## src/common/tfp_regs.svh

```systemverilog
// Timing counts and reset values of the programmer control block.
// Assumes a 10 MHz system clock.
`ifndef TFP_REGS_SVH
`define TFP_REGS_SVH
`define TFP_CLK_HZ 10000000
`define TFP_MS_CYC(ms) ((ms) * (`TFP_CLK_HZ / 1000))
`define TFP_BEEP_MS 300
`define TFP_BUTTON_MS 300
`define TFP_START_MS 500
`define TFP_MAX_FLASH_KB 10'h200
`define TFP_ALLOW_RST 32'h000F_4240
`define TFP_BOOT_BEEPS 3'h5
`define TFP_FAIL_BEEPS 3'h3
`define TFP_TCLK_HALF 4'h5
`endif

```

## src/common/tfp_pkg.sv

```systemverilog
// Types shared by the programmer control block.
// Assumes tfp_regs.svh supplies the numeric constants.
package tfp_pkg;
  typedef enum logic [2:0] {
    ST_IDLE  = 3'b000,
    ST_BOOT  = 3'b001,
    ST_READY = 3'b010,
    ST_PROG  = 3'b011,
    ST_PASS  = 3'b100,
    ST_FAIL  = 3'b101
  } tfp_state_e;
  typedef enum logic {
    OP_PROGRAM = 1'b0,
    OP_VERIFY  = 1'b1
  } tfp_op_e;
  typedef struct packed {
    logic prog_if_enable;
    logic target_emu_clock;
    logic target_emu_data_out;
    logic target_emu_data_oe;
  } tfp_emu_s;
  typedef struct packed {
    logic active;
    logic pass;
    logic fail;
  } tfp_ate_s;
  typedef struct packed {
    logic red;
    logic green;
  } tfp_led_s;
endpackage : tfp_pkg

```

## src/hdl/tfp_pulse_qual.sv

```systemverilog
// Pin synchroniser with pulse-length qualification.
// Assumes pin_i is asynchronous; MIN_CYC is at least 2.
module tfp_pulse_qual #(
  parameter int unsigned MIN_CYC = 3000000
) (
  input wire logic clk_i,
  input wire logic rstn_i,
  input wire logic pin_i,
  output logic level_o,
  output logic rise_o,
  output logic long_o,
  output logic release_o
);
  localparam int unsigned W = $clog2(MIN_CYC + 1);
  localparam logic [W-1:0] MAXC = W'(MIN_CYC);
  logic s1;
  logic s2;
  logic s3;
  logic [W-1:0] cnt;
  logic held;
  logic agree;

  assign held = (cnt == MAXC);
  assign agree = (s2 == s3);

  always_ff @(posedge clk_i)
  begin
    if (!rstn_i)
    begin
      s1 <= 1'b0;
      s2 <= 1'b0;
      s3 <= 1'b0;
    end
    else
    begin
      s1 <= pin_i;
      s2 <= s1;
      s3 <= s2;
    end
  end

  always_ff @(posedge clk_i)
  begin
    if (!rstn_i)
    begin
      level_o <= 1'b0;
      rise_o <= 1'b0;
      release_o <= 1'b0;
    end
    else
    begin
      if (agree)
        level_o <= s3;
      rise_o <= agree && s3 && !level_o;
      release_o <= agree && !s3 && level_o && held;
    end
  end

  // Saturating hold timer, restarts whenever the level drops
  always_ff @(posedge clk_i)
  begin
    if (!rstn_i)
    begin
      cnt <= '0;
      long_o <= 1'b0;
    end
    else
    begin
      long_o <= level_o && (cnt == MAXC - 1'b1);
      if (!level_o)
        cnt <= '0;
      else if (!held)
        cnt <= cnt + 1'b1;
    end
  end

  a_release_held:
    assert property (@(posedge clk_i) disable iff (!rstn_i)
      release_o |-> $past(held) && !level_o)
    else $error("release seen without full hold");
  a_long_after_rise:
    assert property (@(posedge clk_i) disable iff (!rstn_i)
      $rose(level_o) |-> !long_o [*2])
    else $error("long pulse too early");
endmodule : tfp_pulse_qual

```

## src/hdl/tfp_buzzer.sv

```systemverilog
// Buzzer sequencer: a burst of equal beeps and gaps, one tick each.
// Assumes tick_i is a one-cycle enable from a divider.
module tfp_buzzer (
  input wire logic clk_i,
  input wire logic rstn_i,
  input wire logic tick_i,
  input wire logic start_i,
  input wire logic [2:0] count_i,
  output logic buzz_o,
  output logic busy_o
);
  logic [3:0] rem;
  logic [2:0] beeps;
  logic [2:0] want;

  always_ff @(posedge clk_i)
  begin
    if (!rstn_i)
    begin
      rem <= 4'h0;
      buzz_o <= 1'b0;
      busy_o <= 1'b0;
    end
    else if (start_i)
    begin
      rem <= {count_i, 1'b0};
      buzz_o <= 1'b0;
      busy_o <= (count_i != 3'h0);
    end
    else if (tick_i && rem != 4'h0)
    begin
      rem <= rem - 4'h1;
      buzz_o <= ~buzz_o;
      busy_o <= (rem != 4'h1);
    end
  end

  // Beep tally for the check below only
  always_ff @(posedge clk_i)
  begin
    if (!rstn_i || start_i)
      beeps <= 3'h0;
    else if (tick_i && rem != 4'h0 && !buzz_o)
      beeps <= beeps + 3'h1;
  end

  always_ff @(posedge clk_i)
  begin
    if (!rstn_i)
      want <= 3'h0;
    else if (start_i)
      want <= count_i;
  end

  a_beep_total:
    assert property (@(posedge clk_i) disable iff (!rstn_i)
      $fell(busy_o) |-> beeps == want && !buzz_o)
    else $error("wrong number of beeps");
endmodule : tfp_buzzer

```

## src/hdl/tfp_prog_ctrl.sv

```systemverilog
// Stand-alone programmer control: test-equipment handshake, pushbutton,
// status LED, buzzer and target programming port.
// Assumes the programming engine runs on clk_i and reports done/ok.
//
// Functional notes
// - Refuse targets whose flash exceeds 512KB.
// - Secure variant: engine encrypts stored firmware with AES ECB.
// - Pushbutton mode starts only program-and-verify, no host needed.
// - Enumeration failure: alternate LED, five beeps 300ms apart.
// - LED alternates red/green while the operation runs.
// - Success leaves LED steady green.
// - Failure leaves LED red and sounds three beeps.
// - Programming-interface enable is driven high to enable target.
// - Target emulation data line is bidirectional.
// - Optional mux line is not needed for programming.
// - Test-equipment mode allows only program or verify.
// - Reset input is an active-low hardware reset.
// - Active output is high while programming and verifying.
// - Pass output goes high after correct program and verify.
// - Pass output drops when start is raised again.
// - Fail output goes high when programming or verify fails.
// - Fail output drops when start is raised again.
// - Allowance decrements per success; zero refuses operations.
// - Total-pass count increments on each success.
// - Total-fail count increments on each failure; counts engine failures only, not refusals.
`include "tfp_regs.svh"
module tfp_prog_ctrl #(
  parameter int unsigned BEEP_CYC = `TFP_MS_CYC(`TFP_BEEP_MS),
  parameter int unsigned BUTTON_CYC = `TFP_MS_CYC(`TFP_BUTTON_MS),
  parameter int unsigned START_CYC = `TFP_MS_CYC(`TFP_START_MS)
) (
  input wire logic clk_i,
  input wire logic rstn_i,
  input wire logic ate_start_i,
  input wire logic button_i,
  input wire logic usb_enum_fail_i,
  input wire logic ate_mode_i,
  input wire logic ate_verify_i,
  input wire logic secure_i,
  input wire logic [9:0] flash_kb_i,
  input wire logic allow_load_i,
  input wire logic [31:0] allow_val_i,
  input wire logic eng_done_i,
  input wire logic eng_ok_i,
  input wire logic eng_tx_i,
  input wire logic eng_drive_i,
  input wire logic target_emu_data_in_i,
  output tfp_pkg::tfp_ate_s ate_o,
  output tfp_pkg::tfp_led_s led_o,
  output logic buzzer_o,
  output tfp_pkg::tfp_emu_s emu_o,
  output logic optional_mux_line_o,
  output logic eng_start_o,
  output tfp_pkg::tfp_op_e eng_op_o,
  output logic eng_encrypt_o,
  output logic eng_rx_o,
  output logic [31:0] allow_o,
  output logic [31:0] pass_cnt_o,
  output logic [31:0] fail_cnt_o
);
  import tfp_pkg::*;
  localparam int unsigned TW = $clog2(BEEP_CYC);
  tfp_state_e state;
  tfp_state_e next_state;
  logic [TW-1:0] tick_cnt;
  logic tick;
  logic phase;
  logic [3:0] tclk_cnt;
  logic start_rise;
  logic start_long;
  logic btn_release;
  logic rx_level;
  logic req;
  logic refuse;
  logic done_ok;
  logic done_bad;
  logic buz_go;
  logic [2:0] buz_cnt;
  logic buz_busy;
  logic buz_out;
  logic to_fail;
  // qualifies both triggers; set their lengths
  tfp_pulse_qual #(.MIN_CYC(START_CYC)) u_start_q (
    .clk_i(clk_i),
    .rstn_i(rstn_i),
    .pin_i(ate_start_i),
    .level_o(),
    .rise_o(start_rise),
    .long_o(start_long),
    .release_o()
  );
  tfp_pulse_qual #(.MIN_CYC(BUTTON_CYC)) u_button_q (
    .clk_i(clk_i),
    .rstn_i(rstn_i),
    .pin_i(button_i),
    .level_o(),
    .rise_o(),
    .long_o(),
    .release_o(btn_release)
  );
  // Data coming back from the target is an asynchronous pin too
  tfp_pulse_qual #(.MIN_CYC(2)) u_rx_q (
    .clk_i(clk_i),
    .rstn_i(rstn_i),
    .pin_i(target_emu_data_in_i),
    .level_o(rx_level),
    .rise_o(),
    .long_o(),
    .release_o()
  );
  tfp_buzzer u_buzzer (
    .clk_i(clk_i),
    .rstn_i(rstn_i),
    .tick_i(tick),
    .start_i(buz_go),
    .count_i(buz_cnt),
    .buzz_o(buz_out),
    .busy_o(buz_busy)
  );
  // Active tells the equipment to drop start; a held start is taken once
  assign req = ate_mode_i ? start_long : btn_release;
  assign refuse = (flash_kb_i > `TFP_MAX_FLASH_KB)
    || (allow_o == 32'h0000_0000);
  assign done_ok = (state == ST_PROG) && eng_done_i && eng_ok_i;
  assign done_bad = (state == ST_PROG) && eng_done_i && !eng_ok_i;
  // A refusal while already failed must still raise fail and beep again
  assign to_fail = (next_state == ST_FAIL) && (state != ST_FAIL || req);
  assign tick = (tick_cnt == TW'(BEEP_CYC - 1));
  always_ff @(posedge clk_i)
  begin
    if (!rstn_i || tick)
      tick_cnt <= '0;
    else
      tick_cnt <= tick_cnt + 1'b1;
  end
  always_comb
  begin
    next_state = state;
    case (state)
      ST_IDLE:
        if (usb_enum_fail_i)
          next_state = ST_BOOT;
      ST_BOOT:
        if (!buz_go && !buz_busy)
          next_state = ST_READY;
      ST_READY, ST_PASS, ST_FAIL:
        if (req)
          next_state = refuse ? ST_FAIL : ST_PROG;
      ST_PROG:
        if (eng_done_i)
          next_state = eng_ok_i ? ST_PASS : ST_FAIL;
      default:
        next_state = ST_IDLE;
    endcase
  end
  always_ff @(posedge clk_i)
  begin
    if (!rstn_i)
      state <= ST_IDLE;
    else
      state <= next_state;
  end
  always_ff @(posedge clk_i)
  begin
    if (!rstn_i)
    begin
      buz_go <= 1'b0;
      buz_cnt <= 3'h0;
      buzzer_o <= 1'b0;
    end
    else
    begin
      buz_go <= 1'b0;
      buzzer_o <= buz_out;
      if (state == ST_IDLE && next_state == ST_BOOT)
      begin
        buz_go <= 1'b1;
        buz_cnt <= `TFP_BOOT_BEEPS;
      end
      else if (to_fail)
      begin
        buz_go <= 1'b1;
        buz_cnt <= `TFP_FAIL_BEEPS;
      end
    end
  end
  // Status LED; in boot and programming the colour swaps on every beep tick
  always_ff @(posedge clk_i)
  begin
    if (!rstn_i)
    begin
      phase <= 1'b0;
      led_o <= '0;
    end
    else
    begin
      if (tick)
        phase <= ~phase;
      case (next_state)
        ST_BOOT, ST_PROG:
          led_o <= '{red: ~phase, green: phase};
        ST_PASS:
          led_o <= '{red: 1'b0, green: 1'b1};
        ST_FAIL:
          led_o <= '{red: 1'b1, green: 1'b0};
        default:
          led_o <= '0;
      endcase
    end
  end
  // Handshake; a result setting in the cycle of a new start wins
  always_ff @(posedge clk_i)
  begin
    if (!rstn_i)
      ate_o <= '0;
    else
    begin
      ate_o.active <= (next_state == ST_PROG);
      if (next_state == ST_PASS && state != ST_PASS)
        ate_o.pass <= 1'b1;
      else if (start_rise)
        ate_o.pass <= 1'b0;
      if (to_fail)
        ate_o.fail <= 1'b1;
      else if (start_rise)
        ate_o.fail <= 1'b0;
    end
  end
  always_ff @(posedge clk_i)
  begin
    if (!rstn_i)
    begin
      allow_o <= `TFP_ALLOW_RST;
      pass_cnt_o <= 32'h0000_0000;
      fail_cnt_o <= 32'h0000_0000;
    end
    else
    begin
      if (done_ok)
      begin
        allow_o <= allow_o - 32'h0000_0001;
        pass_cnt_o <= pass_cnt_o + 32'h0000_0001;
      end
      else if (allow_load_i && state != ST_PROG)
        allow_o <= allow_val_i;
      if (done_bad)
        fail_cnt_o <= fail_cnt_o + 32'h0000_0001;
    end
  end
  always_ff @(posedge clk_i)
  begin
    if (!rstn_i)
    begin
      eng_start_o <= 1'b0;
      eng_op_o <= OP_PROGRAM;
      eng_encrypt_o <= 1'b0;
    end
    else
    begin
      eng_start_o <= (state != ST_PROG) && (next_state == ST_PROG);
      if (state != ST_PROG && next_state == ST_PROG)
        eng_op_o <= (ate_mode_i && ate_verify_i) ? OP_VERIFY : OP_PROGRAM;
      eng_encrypt_o <= secure_i;
    end
  end
  // Target port; the emulation clock only runs during an operation
  always_ff @(posedge clk_i)
  begin
    if (!rstn_i)
    begin
      emu_o <= '0;
      tclk_cnt <= 4'h0;
      eng_rx_o <= 1'b0;
      optional_mux_line_o <= 1'b0;
    end
    else
    begin
      optional_mux_line_o <= 1'b0;
      emu_o.prog_if_enable <= (next_state == ST_PROG);
      if (next_state != ST_PROG || tclk_cnt == `TFP_TCLK_HALF - 4'h1)
        tclk_cnt <= 4'h0;
      else
        tclk_cnt <= tclk_cnt + 4'h1;
      if (next_state != ST_PROG)
        emu_o.target_emu_clock <= 1'b0;
      else if (tclk_cnt == `TFP_TCLK_HALF - 4'h1)
        emu_o.target_emu_clock <= ~emu_o.target_emu_clock;
      emu_o.target_emu_data_out <= eng_tx_i;
      emu_o.target_emu_data_oe <= (next_state == ST_PROG) && eng_drive_i;
      eng_rx_o <= rx_level;
    end
  end
  a_active_cause:
    assert property (@(posedge clk_i) disable iff (!rstn_i)
      $rose(ate_o.active) |-> $past(req) && !$past(refuse))
    else $error("active raised without accepted request");
  a_pass_result:
    assert property (@(posedge clk_i) disable iff (!rstn_i)
      done_ok |=> ate_o.pass && !ate_o.active && led_o.green)
    else $error("pass not shown after success");
  a_fail_result:
    assert property (@(posedge clk_i) disable iff (!rstn_i)
      done_bad |=> ate_o.fail && led_o.red ##1 buz_busy)
    else $error("fail not shown after failure");
  a_pass_clear:
    assert property (@(posedge clk_i) disable iff (!rstn_i)
      start_rise && !done_ok && !(req && refuse) |=> !ate_o.pass)
    else $error("pass kept after new start");
  a_fail_clear:
    assert property (@(posedge clk_i) disable iff (!rstn_i)
      start_rise && !done_bad && !req |=> !ate_o.fail)
    else $error("fail kept after new start");
  a_pass_count:
    assert property (@(posedge clk_i) disable iff (!rstn_i)
      done_ok |=> pass_cnt_o == $past(pass_cnt_o) + 32'h0000_0001
        && allow_o == $past(allow_o) - 32'h0000_0001)
    else $error("pass count or allowance not updated");
  a_fail_count:
    assert property (@(posedge clk_i) disable iff (!rstn_i)
      done_bad |=> fail_cnt_o == $past(fail_cnt_o) + 32'h0000_0001)
    else $error("fail count not updated");
  a_allow_zero:
    assert property (@(posedge clk_i) disable iff (!rstn_i)
      state != ST_PROG && allow_o == 32'h0000_0000 |=> state != ST_PROG)
    else $error("operation started with zero allowance");
  a_enable_prog:
    assert property (@(posedge clk_i) disable iff (!rstn_i)
      (state == ST_PROG) |-> emu_o.prog_if_enable && ate_o.active)
    else $error("target port not enabled during operation");
  a_button_in_ate:
    assert property (@(posedge clk_i) disable iff (!rstn_i)
      ate_mode_i && !start_long && state == ST_READY |=> state == ST_READY)
    else $error("test-equipment mode took another trigger");
  a_mux_quiet:
    assert property (@(posedge clk_i) disable iff (!rstn_i)
      !optional_mux_line_o)
    else $error("optional mux line driven");
endmodule : tfp_prog_ctrl

```

## config.mk

```make
export PLATFORM = sky130hd
export DESIGN_NAME = tfp_prog_ctrl
export DESIGN_NICKNAME = d
export VERILOG_FILES = /design/src/common/tfp_pkg.sv /design/src/hdl/tfp_pulse_qual.sv /design/src/hdl/tfp_buzzer.sv /design/src/hdl/tfp_prog_ctrl.sv
export VERILOG_INCLUDE_DIRS = /design/src /design/src/common
export SDC_FILE = /design/constraint.sdc
export NUM_CORES = 1
export LEC_CHECK = 0
export BUFFER_PORTS_ARGS = -buffer_cell sky130_fd_sc_hd__buf_4
export CAP_MARGIN = 20
export CORE_MARGIN = 5
export CORE_UTILIZATION = 45
export CTS_CLUSTER_DIAMETER = 200
export DETAILED_ROUTE_END_ITERATION = 10
export HOLD_SLACK_MARGIN = 0.1
export MAX_ROUTING_LAYER = met4
export PLACE_DENSITY = 0.71
export SLEW_MARGIN = 15
export SYNTH_ARGS = -nofsm -noshare
export SYNTH_HDL_FRONTEND = slang
export SYNTH_SLANG_ARGS = --single-unit
```

## constraint.sdc

```tcl
create_clock -name clk_i -period 2.1 [get_ports clk_i]
set_input_delay 0.21 -clock clk_i [delete_from_list [all_inputs] [get_ports clk_i]]
set_output_delay 0.21 -clock clk_i [all_outputs]
set_load 0.03 [all_outputs]
```

==> qor.yml <==
synthFlopType: "dfxtp_1"
seq_area_frac_synth: 0.439
drv_cap: 0
cts.clk_slew.worst_paths_ns: 0.06
ir_worst_vdd_mv: 0.573
initial_core_util: 0.455
synth_top_area_cell: "dfxtp_1"
crit_required_ns: 2.48
hold_path_class: "in -> reg"
reg2regPathDepth: 8
wl_per_cell_um: 15.5
startpoint_type: "register"
rsz0062_at_grt: "true"
synth.area.top_cells: "dfxtp_1, nor2_1, xnor2_1, xor2_1, nand3_1"
cts.sinks: 209
grt_pass1_wl_mm: 41.9
cts_buffers: 24
ys_ff_latch: 209
min_period_over_period: 1.01
max_slew_margin: 0.617
ys_warn_count: 0
internal_power_mw: 6.97
synth_top_area_share: 0.439
clk_latency_ns: 0.53
drive_above_1_share: 0.254
setup_viol: 1
cp-startpoint: "allow_o[1]"
die-area_mm2: 0.0242
p_sw_mw: 2.31
h-tree-depth: 1
hold_depth: 4
cts_tree: "built"
syn_avg_cell_area_um2: 8.53
grt_max_degree: 71
final_nets: 1463
slew_violations: 0
violations: "negative setup slack"
dr.first_iter.drc_count: 516
regToRegStartpoint: "allow_o[1]"
fin_crit_ns: 2.12
diodes: 0
cp_max_fo: 5
worst-r2r-setup-slack_ns: -0.02
whs_endpoint: "eng_op_o"
synth_cells: 1117
die_w_um: 156
cts.path.max_buffers: 3
ios: 167
num_rows: 53
worstSetupPathType: "reg -> reg"
grt_antenna_before_repair: 0
cellLeakagePower_nw: 4.90
place.gp.congestion: 0.877
die_y_um: 156
first_global_vias: 8502
r2r-end: "allow_o[26]"
antenna_left: 0
worstPathArrival_ns: 2.50
syn_area_mm2: 0.00953
synth_cell_types: 67
setup_tns_ns: -0.0166
grt_usage: 0.209
hold_viol: 0
drc: 0
grt_overflow: 0
dr.pass1.iters: 5
avgViaCountPerCell: 5.40
layout_common_cells: "buf_4, dfxtp_1, nor2_1"
routed_wl_mm: 26.1
swShare: 0.249
synth_edf_count: 0
max_freq_mhz: 472
power_frac_comb: 0.099
dp_hpwl_mm: 17.8
power_density_mw_per_mm2: 714
final_util: 0.620
synth_fp_nets: 1187
async_reset_ff_frac: 0
hp-start: "ate_mode_i"
io_buffers: 165
power_frac_clock: 0.455
worst_hold_slack_ns: 0.0999
core_region_area_mm2: 0.0210
place_inst: 1594
setup_slack_ns: -0.0166
vias: 9100
finalClockSkew_ns: 0.0231
seqPwrFrac: 0.446
stdcell_count: 1686
end_kind: "register"
area_growth_pct: 36.5
root_buffer: "clkbuf_16"
status: "finished with violations"
worst_pin_slew_ns: 0.567
final_common_cell: "buf_4"
-- layer usage --
layer  up-vias  global-route usage  part of all wire  wire length, um
li1       4552                   -                 -                -
met1      4213               0.264              0.44            11400
met2       262               0.331              0.46            12100
met3        73              0.0409             0.060             1570
met4         0              0.0855             0.041             1070
met5         -                   -                 0                0
-- state kept, by name, summed over array words and instances, names as in the netlist, 2 cells and up --
name,flops
u_buzzer.rem,4
tick_cnt,22
u_button_q.cnt,22
ate_o,2
u_start_q.cnt,23
led_o,2
state,3
allow_o,32
buz_cnt,3
emu_o,4
fail_cnt_o,32
tclk_cnt,4
pass_cnt_o,32
-- final cells by class --
class                   count  area, um2
fillers                  1768       7950
multi-input cells         824       5130
flip-flops and latches    209       4210
repair buffers            300       2380
clock buffers              29        659
well taps                 275        344
clock inverters            15        153
inverters                  34        128
-- cell families after synthesis --
kind of cell	share of synthesized area
muxes	0.0118
AOI/OAI and AO/OA	0.104
DFF	0.439
other	0.000394
adders and majority gates	0.0184
xor gates and xnor gates	0.0928
buffers and inverters	0.0361
and+or+nand+nor	0.298
-- cells in the mapped netlist (6+ instances only) --
library cell and count:
ha_1 14, a31oi_1 10, nand2_1 81, and4_1 17, xor2_1 40, xnor2_1 61
clkbuf_1 40, nor3_1 32, and3_1 14, nand3_1 69, mux2i_1 9, o21ai_0 39
dfxtp_1 209, nor2_1 145, or3_1 27, o211ai_1 10, or2_2 8, o31ai_1 9
nor4_1 35, nor4b_1 6, nand4_1 38, or4_1 18, inv_1 34, a21oi_1 53
and2_1 18
-- how the worst max path moves through the flow --
stage,to,depth (start not counted),slack (ns)
after floorplan,allow_o[16],8,-0.01
after global placement,tclk_cnt[0],7,-0.04
after detailed placement,eng_op_o,8,-0.12
after CTS,allow_o[27],6,0.02
after global routing,allow_o[26],8,-0.15
final,allow_o[26],8,-0.02
-- power by group through the flow --
stage	registers [mW]	logic, mW	clock network [mW]
finish	4.13	0.921	4.22
global route	4.14	0.998	4.48
CTS	4.13	0.894	4.30
detailed placement	4.21	0.809	0
global placement	4.21	0.801	0
floorplan	4.31	0.358	0
-- metrics by stage --
step	cell area (um2)	worst slack, ns	power, mW
4_1_cts	12900	0.0171	9.32
5_1_grt	13000	-0.146	9.62
3_3_place_gp	11600	-0.0429	5.01
3_5_place_dp	11600	-0.120	5.02
6_report	13000	-0.0166	9.28
2_1_floorplan	9580	-0.0112	4.67
-- critical path, cell delays in order (launching register included) --
cell      delay (ns)
dfxtp_2         0.32
inv_2           0.06
ha_4            0.14
or3b_4          0.42
nor3_4          0.24
nand4_1         0.24
buf_4           0.21
o211ai_1        0.21
a31oi_1         0.12
-- repair_timing --
item | CTS | global route
hold buffers | 44 | 0
setup buffers | 1 | 3
pin swaps | 2 | 8
setup endpoints to repair | 15 | 25
endpoints found under the hold margin | 48 | 0
resized for setup | 5 | 21
Note: power is estimated with default switching activity, not from simulation.
